$ cat src/design/dcc_pkg.sv
// constants and encodings for the debug, call and compare instruction slice
// Operation
// - break saves status, masks, links, jumps handler
// - five-bit tag field ignored by execution
// - break is register format, extended 0x34
// - break handler address fixed by parameter
// - break return restores status, jumps saved
// - direct call links, jumps region plus target
// - indirect call links, jumps to src_reg_a
// - equal compare writes one or zero
// - register compares use A, B, C fields
// - equal immediate compare, sign-extended, writes B
// - signed greater-or-equal register compare
// - unsigned greater-or-equal register compare
// - signed greater-or-equal immediate compare, opcode 0x08
// - unsigned immediate compare, zero-extended, opcode 0x28
package dcc_pkg;
  localparam int unsigned DataW = 32;
  localparam int unsigned RegIdxW = 5;
  localparam int unsigned OpW = 6;
  localparam int unsigned XopW = 6;
  // field positions
  localparam int unsigned OpLsb = 0;
  localparam int unsigned ImmLsb = 6;
  localparam int unsigned ImmW = 16;
  localparam int unsigned TagLsb = 6;
  localparam int unsigned TagW = 5;
  localparam int unsigned XopLsb = 11;
  localparam int unsigned CLsb = 17;
  localparam int unsigned BLsb = 22;
  localparam int unsigned ALsb = 27;
  localparam int unsigned JmpW = 26;
  localparam int unsigned RegionLsb = 28;
  localparam int unsigned RegionW = 4;
  localparam int unsigned WordShift = 2;
  // primary opcodes
  localparam logic [OpW-1:0] OpRType = 6'h3A;
  localparam logic [OpW-1:0] OpCall = 6'h00;
  localparam logic [OpW-1:0] OpCmpEqI = 6'h20;
  localparam logic [OpW-1:0] OpCmpGeI = 6'h08;
  localparam logic [OpW-1:0] OpCmpGeUI = 6'h28;
  // extended opcodes
  localparam logic [XopW-1:0] XopBreak = 6'h34;
  localparam logic [XopW-1:0] XopBret = 6'h09;
  localparam logic [XopW-1:0] XopCallr = 6'h1D;
  localparam logic [XopW-1:0] XopCmpEq = 6'h20;
  localparam logic [XopW-1:0] XopCmpGe = 6'h08;
  localparam logic [XopW-1:0] XopCmpGeU = 6'h28;
  // status register layout
  localparam int unsigned StatusW = 32;
  localparam int unsigned PieBit = 0;
  localparam int unsigned UserBit = 1;
  localparam logic [StatusW-1:0] StatusRst = 32'h0000_0000;
  localparam logic [DataW-1:0] PcRst = 32'h0000_0000;
  localparam logic [DataW-1:0] InstrBytes = 32'h0000_0004;
  localparam logic [RegIdxW-1:0] RegZero = 5'h00;
  localparam logic [RegIdxW-1:0] RegRa = 5'h1F;
  localparam logic [RegIdxW-1:0] RegBa = 5'h1E;
endpackage

$ cat src/design/dcc_exec.sv
// decode and execute for debug break, calls and compares
//
// Added by the designer: the register addresses and the plain strobed port.
`timescale 1ns/10ps
`default_nettype none
module dcc_exec import dcc_pkg::*; #(
  parameter logic [DataW-1:0] BreakHandlerAddr = 32'h0000_0020
) (
  // clock and reset
  input wire logic clk,
  input wire logic rst_n,
  // instruction issue
  input wire logic instrValid,
  input wire logic [DataW-1:0] instrWord,
  // register file read ports
  output logic [RegIdxW-1:0] rdIdxA,
  output logic [RegIdxW-1:0] rdIdxB,
  input wire logic [DataW-1:0] rdDataA,
  input wire logic [DataW-1:0] rdDataB,
  // register file write port
  output logic wrEn,
  output logic [RegIdxW-1:0] wrIdx,
  output logic [DataW-1:0] wrData,
  // program counter and status
  output logic [DataW-1:0] pcOut,
  output logic [StatusW-1:0] statusOut,
  output logic [StatusW-1:0] savedStatusOut,
  // not in this slice
  output logic unimplPulse
);
  // ***************************************************
  // reset synchroniser
  // ***************************************************
  logic rstMeta_q, rstSync_q;
  always_ff @(posedge clk or negedge rst_n) begin
    if (!rst_n) begin
      rstMeta_q <= 1'b0;
      rstSync_q <= 1'b0;
    end else begin
      rstMeta_q <= 1'b1;
      rstSync_q <= rstMeta_q;
    end
  end

  // ***************************************************
  // field extraction
  // ***************************************************
  logic [OpW-1:0] opc;
  logic [XopW-1:0] xop;
  logic [RegIdxW-1:0] fA, fB, fC;
  logic [ImmW-1:0] sixteen_bit_imm;
  logic [JmpW-1:0] jmpTarget;
  assign opc = instrWord[OpLsb +: OpW];
  assign xop = instrWord[XopLsb +: XopW];
  assign fA = instrWord[ALsb +: RegIdxW];
  assign fB = instrWord[BLsb +: RegIdxW];
  assign fC = instrWord[CLsb +: RegIdxW];
  assign sixteen_bit_imm = instrWord[ImmLsb +: ImmW];
  assign jmpTarget = instrWord[ImmLsb +: JmpW];
  // the tag field at TagLsb is never decoded, so break and break 0 match

  // ***************************************************
  // decode
  // ***************************************************
  typedef enum logic [3:0] {
    DCC_NONE = 4'h0,
    DCC_BRK = 4'h1,
    DCC_BRET = 4'h2,
    DCC_CALL = 4'h3,
    DCC_CALLR = 4'h4,
    DCC_CEQ = 4'h5,
    DCC_CGE = 4'h6,
    DCC_CGEU = 4'h7,
    DCC_CEQI = 4'h8,
    DCC_CGEI = 4'h9,
    DCC_CGEUI = 4'hA
  } dcc_op_t;
  dcc_op_t op;
  always_comb begin
    op = DCC_NONE;
    unique case (opc)
      OpRType: begin
        if (xop == XopBreak) begin
          op = DCC_BRK;
        end else if (xop == XopBret) begin
          op = DCC_BRET;
        end else if (xop == XopCallr) begin
          op = DCC_CALLR;
        end else if (xop == XopCmpEq) begin
          op = DCC_CEQ;
        end else if (xop == XopCmpGe) begin
          op = DCC_CGE;
        end else if (xop == XopCmpGeU) begin
          op = DCC_CGEU;
        end
      end
      OpCall: op = DCC_CALL;
      OpCmpEqI: op = DCC_CEQI;
      OpCmpGeI: op = DCC_CGEI;
      OpCmpGeUI: op = DCC_CGEUI;
      default: op = DCC_NONE;
    endcase
  end

  // ***************************************************
  // operands and compare
  // ***************************************************
  logic isImm, isCmp;
  logic [DataW-1:0] immExt, cmpB, cmpRes, linkAddr;
  assign isImm = (op == DCC_CEQI) || (op == DCC_CGEI) || (op == DCC_CGEUI);
  assign isCmp = isImm || (op == DCC_CEQ) || (op == DCC_CGE) || (op == DCC_CGEU);
  always_comb begin
    if (op == DCC_CGEUI) begin
      immExt = {{(DataW-ImmW){1'b0}}, sixteen_bit_imm};
    end else begin
      immExt = {{(DataW-ImmW){sixteen_bit_imm[ImmW-1]}}, sixteen_bit_imm};
    end
  end
  assign cmpB = isImm ? immExt : rdDataB;
  assign rdIdxA = fA;
  assign rdIdxB = fB;
  assign linkAddr = pcOut + InstrBytes;

  dcc_compare #(.Width(DataW)) uCmp (
    .opA(rdDataA),
    .opB(cmpB),
    .isEqual((op == DCC_CEQ) || (op == DCC_CEQI)),
    .isSigned((op == DCC_CGE) || (op == DCC_CGEI)),
    .result(cmpRes)
  );

  // ***************************************************
  // register file write
  // ***************************************************
  logic wrEn_d;
  logic [RegIdxW-1:0] wrIdx_d;
  logic [DataW-1:0] wrData_d;
  always_comb begin
    wrEn_d = 1'b0;
    wrIdx_d = RegZero;
    wrData_d = cmpRes;
    if (instrValid) begin
      if (isCmp) begin
        wrEn_d = 1'b1;
        wrIdx_d = isImm ? fB : fC;
      end else if (op == DCC_CALL || op == DCC_CALLR) begin
        wrEn_d = 1'b1;
        wrIdx_d = RegRa;
        wrData_d = linkAddr;
      end else if (op == DCC_BRK) begin
        wrEn_d = 1'b1;
        wrIdx_d = RegBa;
        wrData_d = linkAddr;
      end
    end
    if (wrIdx_d == RegZero) begin
      wrEn_d = 1'b0;
    end
  end
  always_ff @(posedge clk or negedge rstSync_q) begin
    if (!rstSync_q) begin
      wrEn <= 1'b0;
      wrIdx <= RegZero;
      wrData <= PcRst;
    end else begin
      wrEn <= wrEn_d;
      wrIdx <= wrIdx_d;
      wrData <= wrData_d;
    end
  end

  // ***************************************************
  // program counter
  // ***************************************************
  logic [DataW-1:0] breakRet_q;
  logic [DataW-1:0] pc_d;
  always_comb begin
    pc_d = pcOut;
    if (instrValid) begin
      pc_d = linkAddr;
      unique case (op)
        DCC_BRK: pc_d = BreakHandlerAddr;
        DCC_BRET: pc_d = breakRet_q;
        // word-aligned target: the two low address bits are always zero
        DCC_CALL: pc_d = {pcOut[RegionLsb +: RegionW], jmpTarget, {WordShift{1'b0}}};
        DCC_CALLR: pc_d = rdDataA;
        default: pc_d = linkAddr;
      endcase
    end
  end
  always_ff @(posedge clk or negedge rstSync_q) begin
    if (!rstSync_q) begin
      pcOut <= PcRst;
    end else begin
      pcOut <= pc_d;
    end
  end

  // break return address kept locally beside the register file copy
  always_ff @(posedge clk or negedge rstSync_q) begin
    if (!rstSync_q) begin
      breakRet_q <= PcRst;
    end else if (instrValid && op == DCC_BRK) begin
      breakRet_q <= linkAddr;
    end
  end

  // ***************************************************
  // status and saved status
  // ***************************************************
  always_ff @(posedge clk or negedge rstSync_q) begin
    if (!rstSync_q) begin
      statusOut <= StatusRst;
      savedStatusOut <= StatusRst;
    end else if (instrValid && op == DCC_BRK) begin
      savedStatusOut <= statusOut;
      statusOut[PieBit] <= 1'b0;
      statusOut[UserBit] <= 1'b0;
    end else if (instrValid && op == DCC_BRET) begin
      statusOut <= savedStatusOut;
    end
  end

  // ***************************************************
  // unrecognised opcodes
  // ***************************************************
  always_ff @(posedge clk or negedge rstSync_q) begin
    if (!rstSync_q) begin
      unimplPulse <= 1'b0;
    end else begin
      unimplPulse <= instrValid && (op == DCC_NONE);
    end
  end
endmodule
`default_nettype wire

$ cat src/design/dcc_compare.sv
// compare unit producing a zero-extended one-bit result
`timescale 1ns/10ps
`default_nettype none
module dcc_compare import dcc_pkg::*; #(
  parameter int unsigned Width = DataW
) (
  // operands
  input wire logic [Width-1:0] opA,
  input wire logic [Width-1:0] opB,
  // selection
  input wire logic isEqual,
  input wire logic isSigned,
  // result
  output logic [Width-1:0] result
);
  logic hit;
  always_comb begin
    if (isEqual) begin
      hit = (opA == opB);
    end else if (isSigned) begin
      hit = ($signed(opA) >= $signed(opB));
    end else begin
      hit = (opA >= opB);
    end
    result = {{(Width-1){1'b0}}, hit};
  end
endmodule
`default_nettype wire

$ cat config.mk
export PLATFORM = sky130hd
export DESIGN_NAME = dcc_exec
export DESIGN_NICKNAME = d
export VERILOG_FILES = /design/src/design/dcc_pkg.sv /design/src/design/dcc_exec.sv /design/src/design/dcc_compare.sv
export SDC_FILE = /design/constraint.sdc
export NUM_CORES = 1
export LEC_CHECK = 0
export BUFFER_PORTS_ARGS = -buffer_cell sky130_fd_sc_hd__buf_2
export CAP_MARGIN = 20
export CORE_MARGIN = 1
export CORE_UTILIZATION = 58
export CTS_CLUSTER_SIZE = 14
export DETAILED_ROUTE_END_ITERATION = 10
export PLACE_DENSITY = 0.91
export RECOVER_POWER = 100
export SETUP_SLACK_MARGIN = 0.2
export SYNTH_ARGS = -nofsm -noshare
export SYNTH_HDL_FRONTEND = slang
export SYNTH_HIERARCHICAL = 1
export SYNTH_SLANG_ARGS = --single-unit
$ cat constraint.sdc
create_clock -name clk -period 15.25 [get_ports clk]
set_clock_uncertainty 0.05 [all_clocks]
set_input_delay 3.05 -clock clk [delete_from_list [all_inputs] [get_ports clk]]
set_output_delay 3.05 -clock clk [all_outputs]
set_load 0.01 [all_outputs]
# Word-level counts from Yosys, hierarchy flattened
# Cells that the tools add are included.
dict set report classes {
  bitwise_logic 2
  mux 28
  n_eq_ne 21
  n_lt_le_gt_ge 2
  n_reduce_logical 17
  add_sub_neg 1
}
# operator n
set ops {}
lappend ops {{$mux W32} 6}
lappend ops {{$pmux W32 S4} 1}
lappend ops {{$ge A32 B32 Y1} 2}
lappend ops {{$eq A6 B6 Y1 const B} 6}
lappend ops {{$add A32 B3 Y32 const B} 1}
lappend ops {{$eq A32 B32 Y1} 1}
lappend ops {{$mux W5} 5}
lappend ops {{$pmux W4 S5} 1}
lappend ops {{$eq A6 B4 Y1 const B} 3}
lappend ops {{$mux W3} 6}
lappend ops {{$eq A4 B3 Y1 const B} 4}
lappend ops {{$eq A4 B4 Y1 const B} 3}
lappend ops {{$eq A4 B2 Y1 const B} 2}
lappend ops {{$logic_or A1 B1 Y1} 8}
lappend ops {{$mux W1} 7}
lappend ops {{$eq A6 B5 Y1 const B} 1}
lappend ops {{$logic_not A6 Y1} 1}
lappend ops {{$logic_not A5 Y1} 1}
lappend ops {{$eq A4 B1 Y1 const B} 1}
lappend ops {{$logic_not A4 Y1} 1}
lappend ops {{$mux W2} 2}
lappend ops {{$reduce_and A2 Y1} 2}
lappend ops {{$logic_and A1 B1 Y1} 3}
lappend ops {{$not A1 Y1} 2}
lappend ops {{$reduce_bool A2 Y1} 1}
dict set report totals {
  output_inout_bits 145
  input_bits 99
  ff_bits 169
  wordCells 83
}

# Logic depth before layout (Yosys ltp)
# Gate-level depths: netlist of run 1.
dict set report depth {
  depth_word 19
  depth_mapped 16
  ltp_nobuf 12
}

# Hierarchy
# Netlist of run 1, hierarchy kept.
# module n_inst cells_each seq_area_each_um2 area_per_inst_um2
set modules_own_cells {}
lappend modules_own_cells {dcc_exec 1 839 4229.1 8328.0}
lappend modules_own_cells {dcc_compare 1 149 0.0 1066.0}

# Worst setup path before layout of run 1
# No wires, ideal clock.
dict set report synth_timing {
  path_type {input to register}
  from {input instrWord[3]}
  to {register wrData[0]}
  path_slack_ps 8783
  setup_time_ps 125
  arrival_ps 6292
  t_required_ps 15075
  path_stages 15
  path_buffers 4
  cell_sequence {clkbuf_1 o21ai_0 clkbuf_1 clkbuf_1 mux2_2 inv_1 ha_1 a21oi_1 nand2_1 a221oi_1 o211ai_1 a211o_1 a21bo_1 buf_4 mux2_2}
}
dict set report synth_via {
  elab_chain_len 13
  word_cells_on_any_way 34
  classes_between {order compare (2); eq/ne (14); mux (9); reduce/logical (9)}
}
# item line
set synth_rtl {}
lappend synth_rtl {{from (decl)} dcc_exec.sv:14} ;# input wire logic [DataW-1:0] instrWord,
lappend synth_rtl {{$eq A6 B6 Y1 (tied with other cells)} dcc_exec.sv:81} ;# unique case (opc)
lappend synth_rtl {{$pmux W4 S5 *} dcc_exec.sv:81}
lappend synth_rtl {{$eq A4 B4 Y1} dcc_exec.sv:110} ;# assign isImm = (op == DCC_CEQI) || (op == DCC_CGEI) || (op == DCC_CGEUI);
lappend synth_rtl {{$logic_or A1 B1 Y1} dcc_exec.sv:110}
lappend synth_rtl {{$logic_or A1 B1 Y1 *} dcc_exec.sv:110}
lappend synth_rtl {{$mux W32 *} dcc_exec.sv:119} ;# assign cmpB = isImm ? immExt : rdDataB;
lappend synth_rtl {{net cmpB[10]} dcc_exec.sv:109} ;# logic [DataW-1:0] immExt, cmpB, cmpRes, linkAddr;
lappend synth_rtl {{$ge A32 B32 Y1 (on tied branches)} {dcc_compare.sv:23, dcc_compare.sv:21}}
lappend synth_rtl {{$mux W1} dcc_compare.sv:20} ;# end else if (isSigned) begin
lappend synth_rtl {{$mux W1 *} dcc_compare.sv:18} ;# if (isEqual) begin
lappend synth_rtl {{net uCmp.hit} dcc_compare.sv:16} ;# logic hit;
lappend synth_rtl {{$mux W32} dcc_exec.sv:150} ;# end else if (op == DCC_BRK) begin
lappend synth_rtl {{$mux W32} dcc_exec.sv:146} ;# end else if (op == DCC_CALL || op == DCC_CALLR) begin
lappend synth_rtl {{$mux W32} dcc_exec.sv:143} ;# if (isCmp) begin
lappend synth_rtl {{$mux W32 *} dcc_exec.sv:142} ;# if (instrValid) begin
lappend synth_rtl {{net wrData_d[0]} dcc_exec.sv:137} ;# logic [DataW-1:0] wrData_d;
lappend synth_rtl {{to (signal assigned)} dcc_exec.sv:164} ;# wrData <= PcRst;
lappend synth_rtl {{to (signal assigned)} dcc_exec.sv:168} ;# wrData <= wrData_d;
lappend synth_rtl {{to (decl)} dcc_exec.sv:23} ;# output logic [DataW-1:0] wrData,
# The timed path passes the listed nets; every way through them passes the cells marked *.
# A chain may end at the register's enable or synchronous reset.

# Worst setup path in the final report of run 1
dict set report layout_timing {
  from {input instrWord[2]}
  to {register breakRet_q[21]}
}
dict set report layout_via {
  elab_chain_len 4
  word_cells_on_any_way 8
  classes_between {eq/ne (5); mux (1); reduce/logical (2)}
}
# item line
set layout_rtl {}
lappend layout_rtl {{$eq A6 B6 Y1 (tied with other cells)} dcc_exec.sv:81}
lappend layout_rtl {{$pmux W4 S5 *} dcc_exec.sv:81}
lappend layout_rtl {{$eq A4 B1 Y1 *} dcc_exec.sv:203} ;# end else if (instrValid && op == DCC_BRK) begin
lappend layout_rtl {{$logic_and A1 B1 Y1 *} dcc_exec.sv:203}
lappend layout_rtl {{to (signal assigned)} dcc_exec.sv:202} ;# breakRet_q <= PcRst;
lappend layout_rtl {{to (signal assigned)} dcc_exec.sv:204} ;# breakRet_q <= linkAddr;
lappend layout_rtl {{to (decl)} dcc_exec.sv:175} ;# logic [DataW-1:0] breakRet_q;
# Every way passes the cells marked *; elsewhere a longest branch is shown, timed or not.

==> metrics.yaml, run 1 <==
outcome: "finished, violations left"
violations: "capacitance limit, slew limit"
place.gp.congestion: 0.972
rsz0062_at_grt: "no"
hold_path.class: "reg -> reg"
antenna_found_initial: 0
holdPathStages: 0
dp.final_hpwl_um: 18900
rrSetupSlack_ns: 10.32
diodes: 0
boundaryPins: 244
vias_per_cell: 5.97
holdCritStartpoint: "rstMeta_q"
drt_iter0_drc: 827
max_freq_ghz: 0.109
synth_ff_type: "dfrtp_1"
synth_edf_count: 0
synth_area_per_cell_um2: 9.51
r2r_start: "rstSync_q"
dr.pass1.iters: 7
start_kind: "input pin"
post_cts_buffers: 0
switchingPower_mw: 0.370
die_w_um: 129
utilization_pct: 68.6
swShare_pct: 30.4
overflow: 0
end_kind: "flip-flop"
crit_required_ns: 15.35
final_nets: 1322
die_h_um: 129
ant_nets: 0
yosys_warnings: 6
crit_fanout: 80
drc: 0
hold_ws_ns: 0.316
period_share_pct: 60.3
die-area_mm2: 0.0167
maxSlewHeadroom_pct: -154
wl_um: 27300
grt_usage_pct: 33.9
r2r-end: "statusOut[21]"
critPathKind: "in -> reg"
clk_path_buf_depth: 2
r2r_cells: 1
clkPwrFrac_pct: 35.8
intPower_mw: 0.849
min_to: "rstSync_q"
timing.setup.tns_ns: 0
worst_slew_pin_slew_ns: 3.80
synthToLayoutAreaGrowth_pct: 15.6
setup_viol: 0
grt_first_pass_wirelength_um: 42900
p_leak_nw: 5.13
synth-seq-area-share_pct: 45.0
core_area_mm2: 0.0158
pwr_density_cell_mw_per_mm2: 112
detail_route.wl_per_cell_um: 19.3
grt_pass1_vias: 8239
cts_hold_buf: 0
rows: 46
hold_viol: 0
drive_gt1_share_pct: 16.3
yosys.cell_types.count: 68
start_util_pct: 59.4
layout_min_cycle_time_ns: 9.20
clock_latency_ns: 0.43
maxCapViolCount: 8
async_flop_share_pct: 100
synth_seq_cells: 169
syn_area_mm2: 0.00939
num_vias: 8456
drv_slew: 364
port-buffer-count: 243
cts.sink_count: 169
cts-htree-levels: 4
cp.arrival_ns: 9.30
cts_resized: 0
numCtsBuffers: 17
path_clk_slew_ns: 0.06
synthCells: 988
vdd_drop_max_v: 0.0000755
tritoncts: "built"
combPwrFrac_pct: 19.4
power_frac_seq_pct: 44.8
cts-root-buf: "clkbuf_16"
grt_max_degree: 81
-- layer usage --
metal	vias up	GRT usage, %	wire length [µm]
li1	3803	-	-
met1	3968	42.1	10500
met2	581	52.6	12500
met3	104	10.7	3120
met4	0	19.4	1240
met5	-	0	0
-- kinds of logic (layout without fill, tap and decap cells) --
family / after synthesis / after routing / synth area share [%]
flip-flops: 169 / 169 / 45.0
multiplexers: 58 / 58 / 6.91
AO/OA/AOI/OAI: 230 / 230 / 16.8
adder cells (fa/ha/maj): 33 / 33 / 4.40
XOR/XNOR: 28 / 28 / 2.61
buffers and inverters: 147 / 329 / 8.26
AND/OR/NAND/NOR: 321 / 321 / 16.0
other: 2 / 32 / 0.0799
-- state kept, by name, indices dropped and copies added (netlist names) --
register and flops:
statusOut 32, breakRet_q 32, pcOut 32, wrEn 1
savedStatusOut 32, wrIdx 5, wrData 32, unimplPulse 1
rstSync_q 1, rstMeta_q 1
-- worst max-delay path, cell delays in order --
cell and delay, ns:
clkbuf_1 0.10, nand4bb_1 0.37, nor3_1 0.62, a31oi_1 0.29, nor3b_1 1.69, clkbuf_1 2.79, a21oi_1 0.36
-- area by class of cell --
type,instances,area (µm²)
clock buffers,21,460
clock inverters,8,124
multi-input cells,702,4500
fillers,1263,4970
repair buffers,256,1110
well taps,216,270
inverters,44,165
flip-flops and latches,169,4230
-- cells in the mapped netlist (12+ instances only) --
| library cell | n | area, µm² |
|---|---|---|
| buf_2 | 20 | 100 |
| dfrtp_1 | 169 | 4230 |
| nand3_1 | 22 | 110 |
| xor2_1 | 15 | 131 |
| nand4_1 | 15 | 93.8 |
| a21o_1 | 19 | 143 |
| a2bb2oi_1 | 13 | 114 |
| inv_1 | 44 | 165 |
| xnor2_1 | 13 | 114 |
| buf_4 | 51 | 383 |
| ha_1 | 33 | 413 |
| nand2_1 | 133 | 499 |
| a221oi_1 | 20 | 175 |
| clkbuf_1 | 31 | 116 |
| nor2_1 | 88 | 330 |
| a21oi_1 | 93 | 465 |
| mux2_2 | 54 | 608 |
| a22oi_1 | 12 | 90.1 |
| o21ai_0 | 16 | 80.1 |
-- metrics by stage --
stage / power [mW] / worst slack (ns) / cells / cell area, µm²
global route: 1.27 / 5.38 / 1416 / 10900
detailed placement: 0.786 / 8.63 / 1387 / 10500
finish: 1.22 / 6.05 / 1416 / 10900
CTS: 1.22 / 8.79 / 1416 / 11100
floorplan: 0.700 / 8.78 / 1018 / 9510
global placement: 0.776 / 8.71 / 1386 / 10500
-- power groups by stage --
stage / registers, mW / logic, mW / clock network (mW)
global route: 0.551 / 0.259 / 0.461
CTS: 0.543 / 0.240 / 0.441
global placement: 0.548 / 0.228 / 0
detailed placement: 0.550 / 0.237 / 0
finish: 0.546 / 0.237 / 0.437
floorplan: 0.549 / 0.151 / 0
-- cells in the final DEF, fill, tap and decap left out, drive strengths merged, types with 4 or more instances in the layout --
master,instances
a221o,5
a22oi,12
a21o,19
nor2b,5
nor3,9
mux2,55
nor2,88
o21ai,16
nand4,15
a31oi,6
and3,7
a211oi,5
inv,44
nand2b,4
a22o,5
or3,4
nand2,133
xor2,15
dfrtp,169
o21a,4
buf,102
a221oi,20
clkbuf,175
nor3b,5
nand3,22
a21oi,94
nor4,9
xnor2,13
ha,33
o221a,4
conb,32
a2bb2oi,13
-- worst max path at each step --
stage | start | to | slack (ns) | cells past startpoint
final | instrWord[2] | breakRet_q[21] | 6.05 | 7
after global routing | instrWord[2] | breakRet_q[16] | 5.38 | 7
after global placement | instrWord[1] | wrData[0] | 8.71 | 13
after CTS | instrWord[25] | rdIdxB[3] | 8.79 | 2
after detailed placement | instrWord[1] | wrData[0] | 8.63 | 13
after floorplan | instrWord[3] | wrData[0] | 8.78 | 15
No activity file was read; power rests on OpenSTA's default activity.
==> run 2, diff against run 1 <==
Settings changed: CORE_UTILIZATION 58 to 54, PLACE_DENSITY 0.91 to 0.86.
Clock period 15.25 ns to 8.7 ns, I/O delays scaled along.
==> run 2 against run 1 <==
  * The flow still finishes with violations (capacitance limit, slew limit)
  * Critical path type unchanged
  * Sequential share of layout area is 0.16 points lower
  * Hold slack worse by 0.0073 ns
  * Via count is 3.0% lower
  * Critical path depth stayed put
  * First-iteration DRC count is 19% lower
  * Count of clock-buffer cells in the layout is 1 lower
  * Total power is 77% higher
  * Final cell count is 0.42% higher
  * Global-route usage is 4.0 points lower
==> metrics.yaml, run 2 (synthesis results as in run 1) <==
clock_latency_ns: 0.42  # about the same
worst_slew_pin_slew_ns: 3.25  # -0.548 ns
utilization_pct: 65.0  # -3.6 points
numCtsBuffers: 17  # unchanged
cts_hold_buf: 0  # unchanged
cts.sink_count: 169  # unchanged
grt_first_pass_wirelength_um: 41300  # -3.8%
overflow: 0  # unchanged
grt_pass1_vias: 7775  # -5.6%
outcome: "finished, violations left"
crit_required_ns: 8.96  # -6.39 ns
final_nets: 1322  # unchanged
p_leak_nw: 5.15  # +0.33%
start_util_pct: 56.1  # -3.3 points
cts-htree-levels: 4  # unchanged
ant_nets: 0  # unchanged
pwr_density_cell_mw_per_mm2: 198  # +76%
start_kind: "input pin"
boundaryPins: 244  # unchanged
drt_iter0_drc: 672  # -19%
rows: 47  # +2.2%
maxCapViolCount: 6  # -2
wl_um: 26300  # -3.6%
core_area_mm2: 0.0168  # +5.9%
detail_route.wl_per_cell_um: 18.5  # -4.0%
tritoncts: "built"
synthToLayoutAreaGrowth_pct: 16.0
end_kind: "flip-flop"
rrSetupSlack_ns: 3.74  # -6.58 ns
dp.final_hpwl_um: 18500  # -2.5%
vdd_drop_max_v: 0.000144  # +91%
maxSlewHeadroom_pct: -118  # +35 points
die-area_mm2: 0.0179  # +7.3%
max_freq_ghz: 0.153
antenna_found_initial: 0  # unchanged
fillers: 1421  # +13%
layout_common_cells: "dfrtp_1 (169), clkbuf_1 (156), nand2_1 (133)"
drv_slew: 281  # -23%
rsz0062_at_grt: "no"
cts_resized: 0  # unchanged
num_vias: 8204  # -3.0%
grt_usage_pct: 29.9  # -4.0 points
place.gp.congestion: 0.928  # -4.4%
hold_path.class: "reg -> reg"
hold_viol: 0  # unchanged
layout_min_cycle_time_ns: 6.55
layout_commonest_cell: "dfrtp_1"
diodes: 0  # unchanged
cp.arrival_ns: 6.80  # -2.50 ns
drive_gt1_share_pct: 16.6  # +0.31 points
setup_viol: 0  # unchanged
post_cts_buffers: 0  # unchanged
vias_per_cell: 5.77  # -3.4%
violations: "capacitance limit, slew limit"
clk_path_buf_depth: 2  # unchanged
die_h_um: 134  # +3.6%
drc: 0  # unchanged
dr.pass1.iters: 5  # -2
port-buffer-count: 243  # unchanged
timing.setup.tns_ns: 0  # unchanged
cts-root-buf: "clkbuf_16"
period_share_pct: 75.3
die_w_um: 134  # +3.6%
path_clk_slew_ns: 0.06  # about the same
grt_max_degree: 85  # +4.9%
crit_fanout: 38  # -53%
critPathKind: "in -> reg"
run 2: changes by cell type in the layout (fill, tap and decap cells not counted), sizes merged:
cell | before | now
inv | 44 | 46
clkbuf | 175 | 174
bufinv | 3 | 4
run 2: final timing paths:
| kind | start | endpoint | depth (start not counted) |
|---|---|---|---|
| setup / recovery | instrWord[2] | wrData[0] | 7 |
| hold / removal | rstMeta_q | rstSync_q | 0 |
| setup reg to reg | rstSync_q | statusOut[18] | 1 |
| hold reg to reg | rstMeta_q | rstSync_q | 0 |
| max in group asynchronous | rstSync_q | statusOut[18] | 1 |
| min in group asynchronous | rstSync_q | wrData[3] | 0 |
run 2: critical path, stage by stage:
cell	delay [ns]
clkbuf_1	0.10
nand4bb_1	0.36
nor3_1	0.62
a31oi_1	0.32
a311oi_1	2.59
buf_4	0.66
mux2_2	0.39
run 2: layout make-up:
cell class	count	area, µm²	area share, %
clock buffer	20	437	4.01
timing repair buffer	256	1130	10.3
clock inverter	11	171	1.57
sequential	169	4230	38.8
tap	220	275	2.53
multi-input combinational	702	4490	41.2
inverter	44	165	1.52
run 2: metal layers:
metal  GRT usage (%)  share of wire [%]  vias to the layer above  wire length, µm
met1            39.8                 41                     3857            10800
met5               0                  0                        -                0
met4            13.8                3.7                        0              979
li1                -                  -                     3817                -
met2            45.1                 45                      455            11900
met3            8.54                 10                       75             2740
run 2: power breakdown:
group          internal, mW  switching [mW]
Sequential            0.862          0.0928
Clock                 0.480           0.313
Combinational         0.163           0.243
run 2: stage by stage:
stage	setup WS (ns)	hold slack [ns]	instances	cell area, µm²	power (mW)
final	2.15	0.309	1422	10900	2.15
after global routing	1.91	0.314	1422	10900	2.25
after CTS	3.79	0.316	1420	11100	2.17
after detailed placement	3.35	0.301	1389	10500	1.38
after global placement	3.44	0.288	1389	10500	1.36
after floorplan	3.54	0.281	1018	9510	1.23
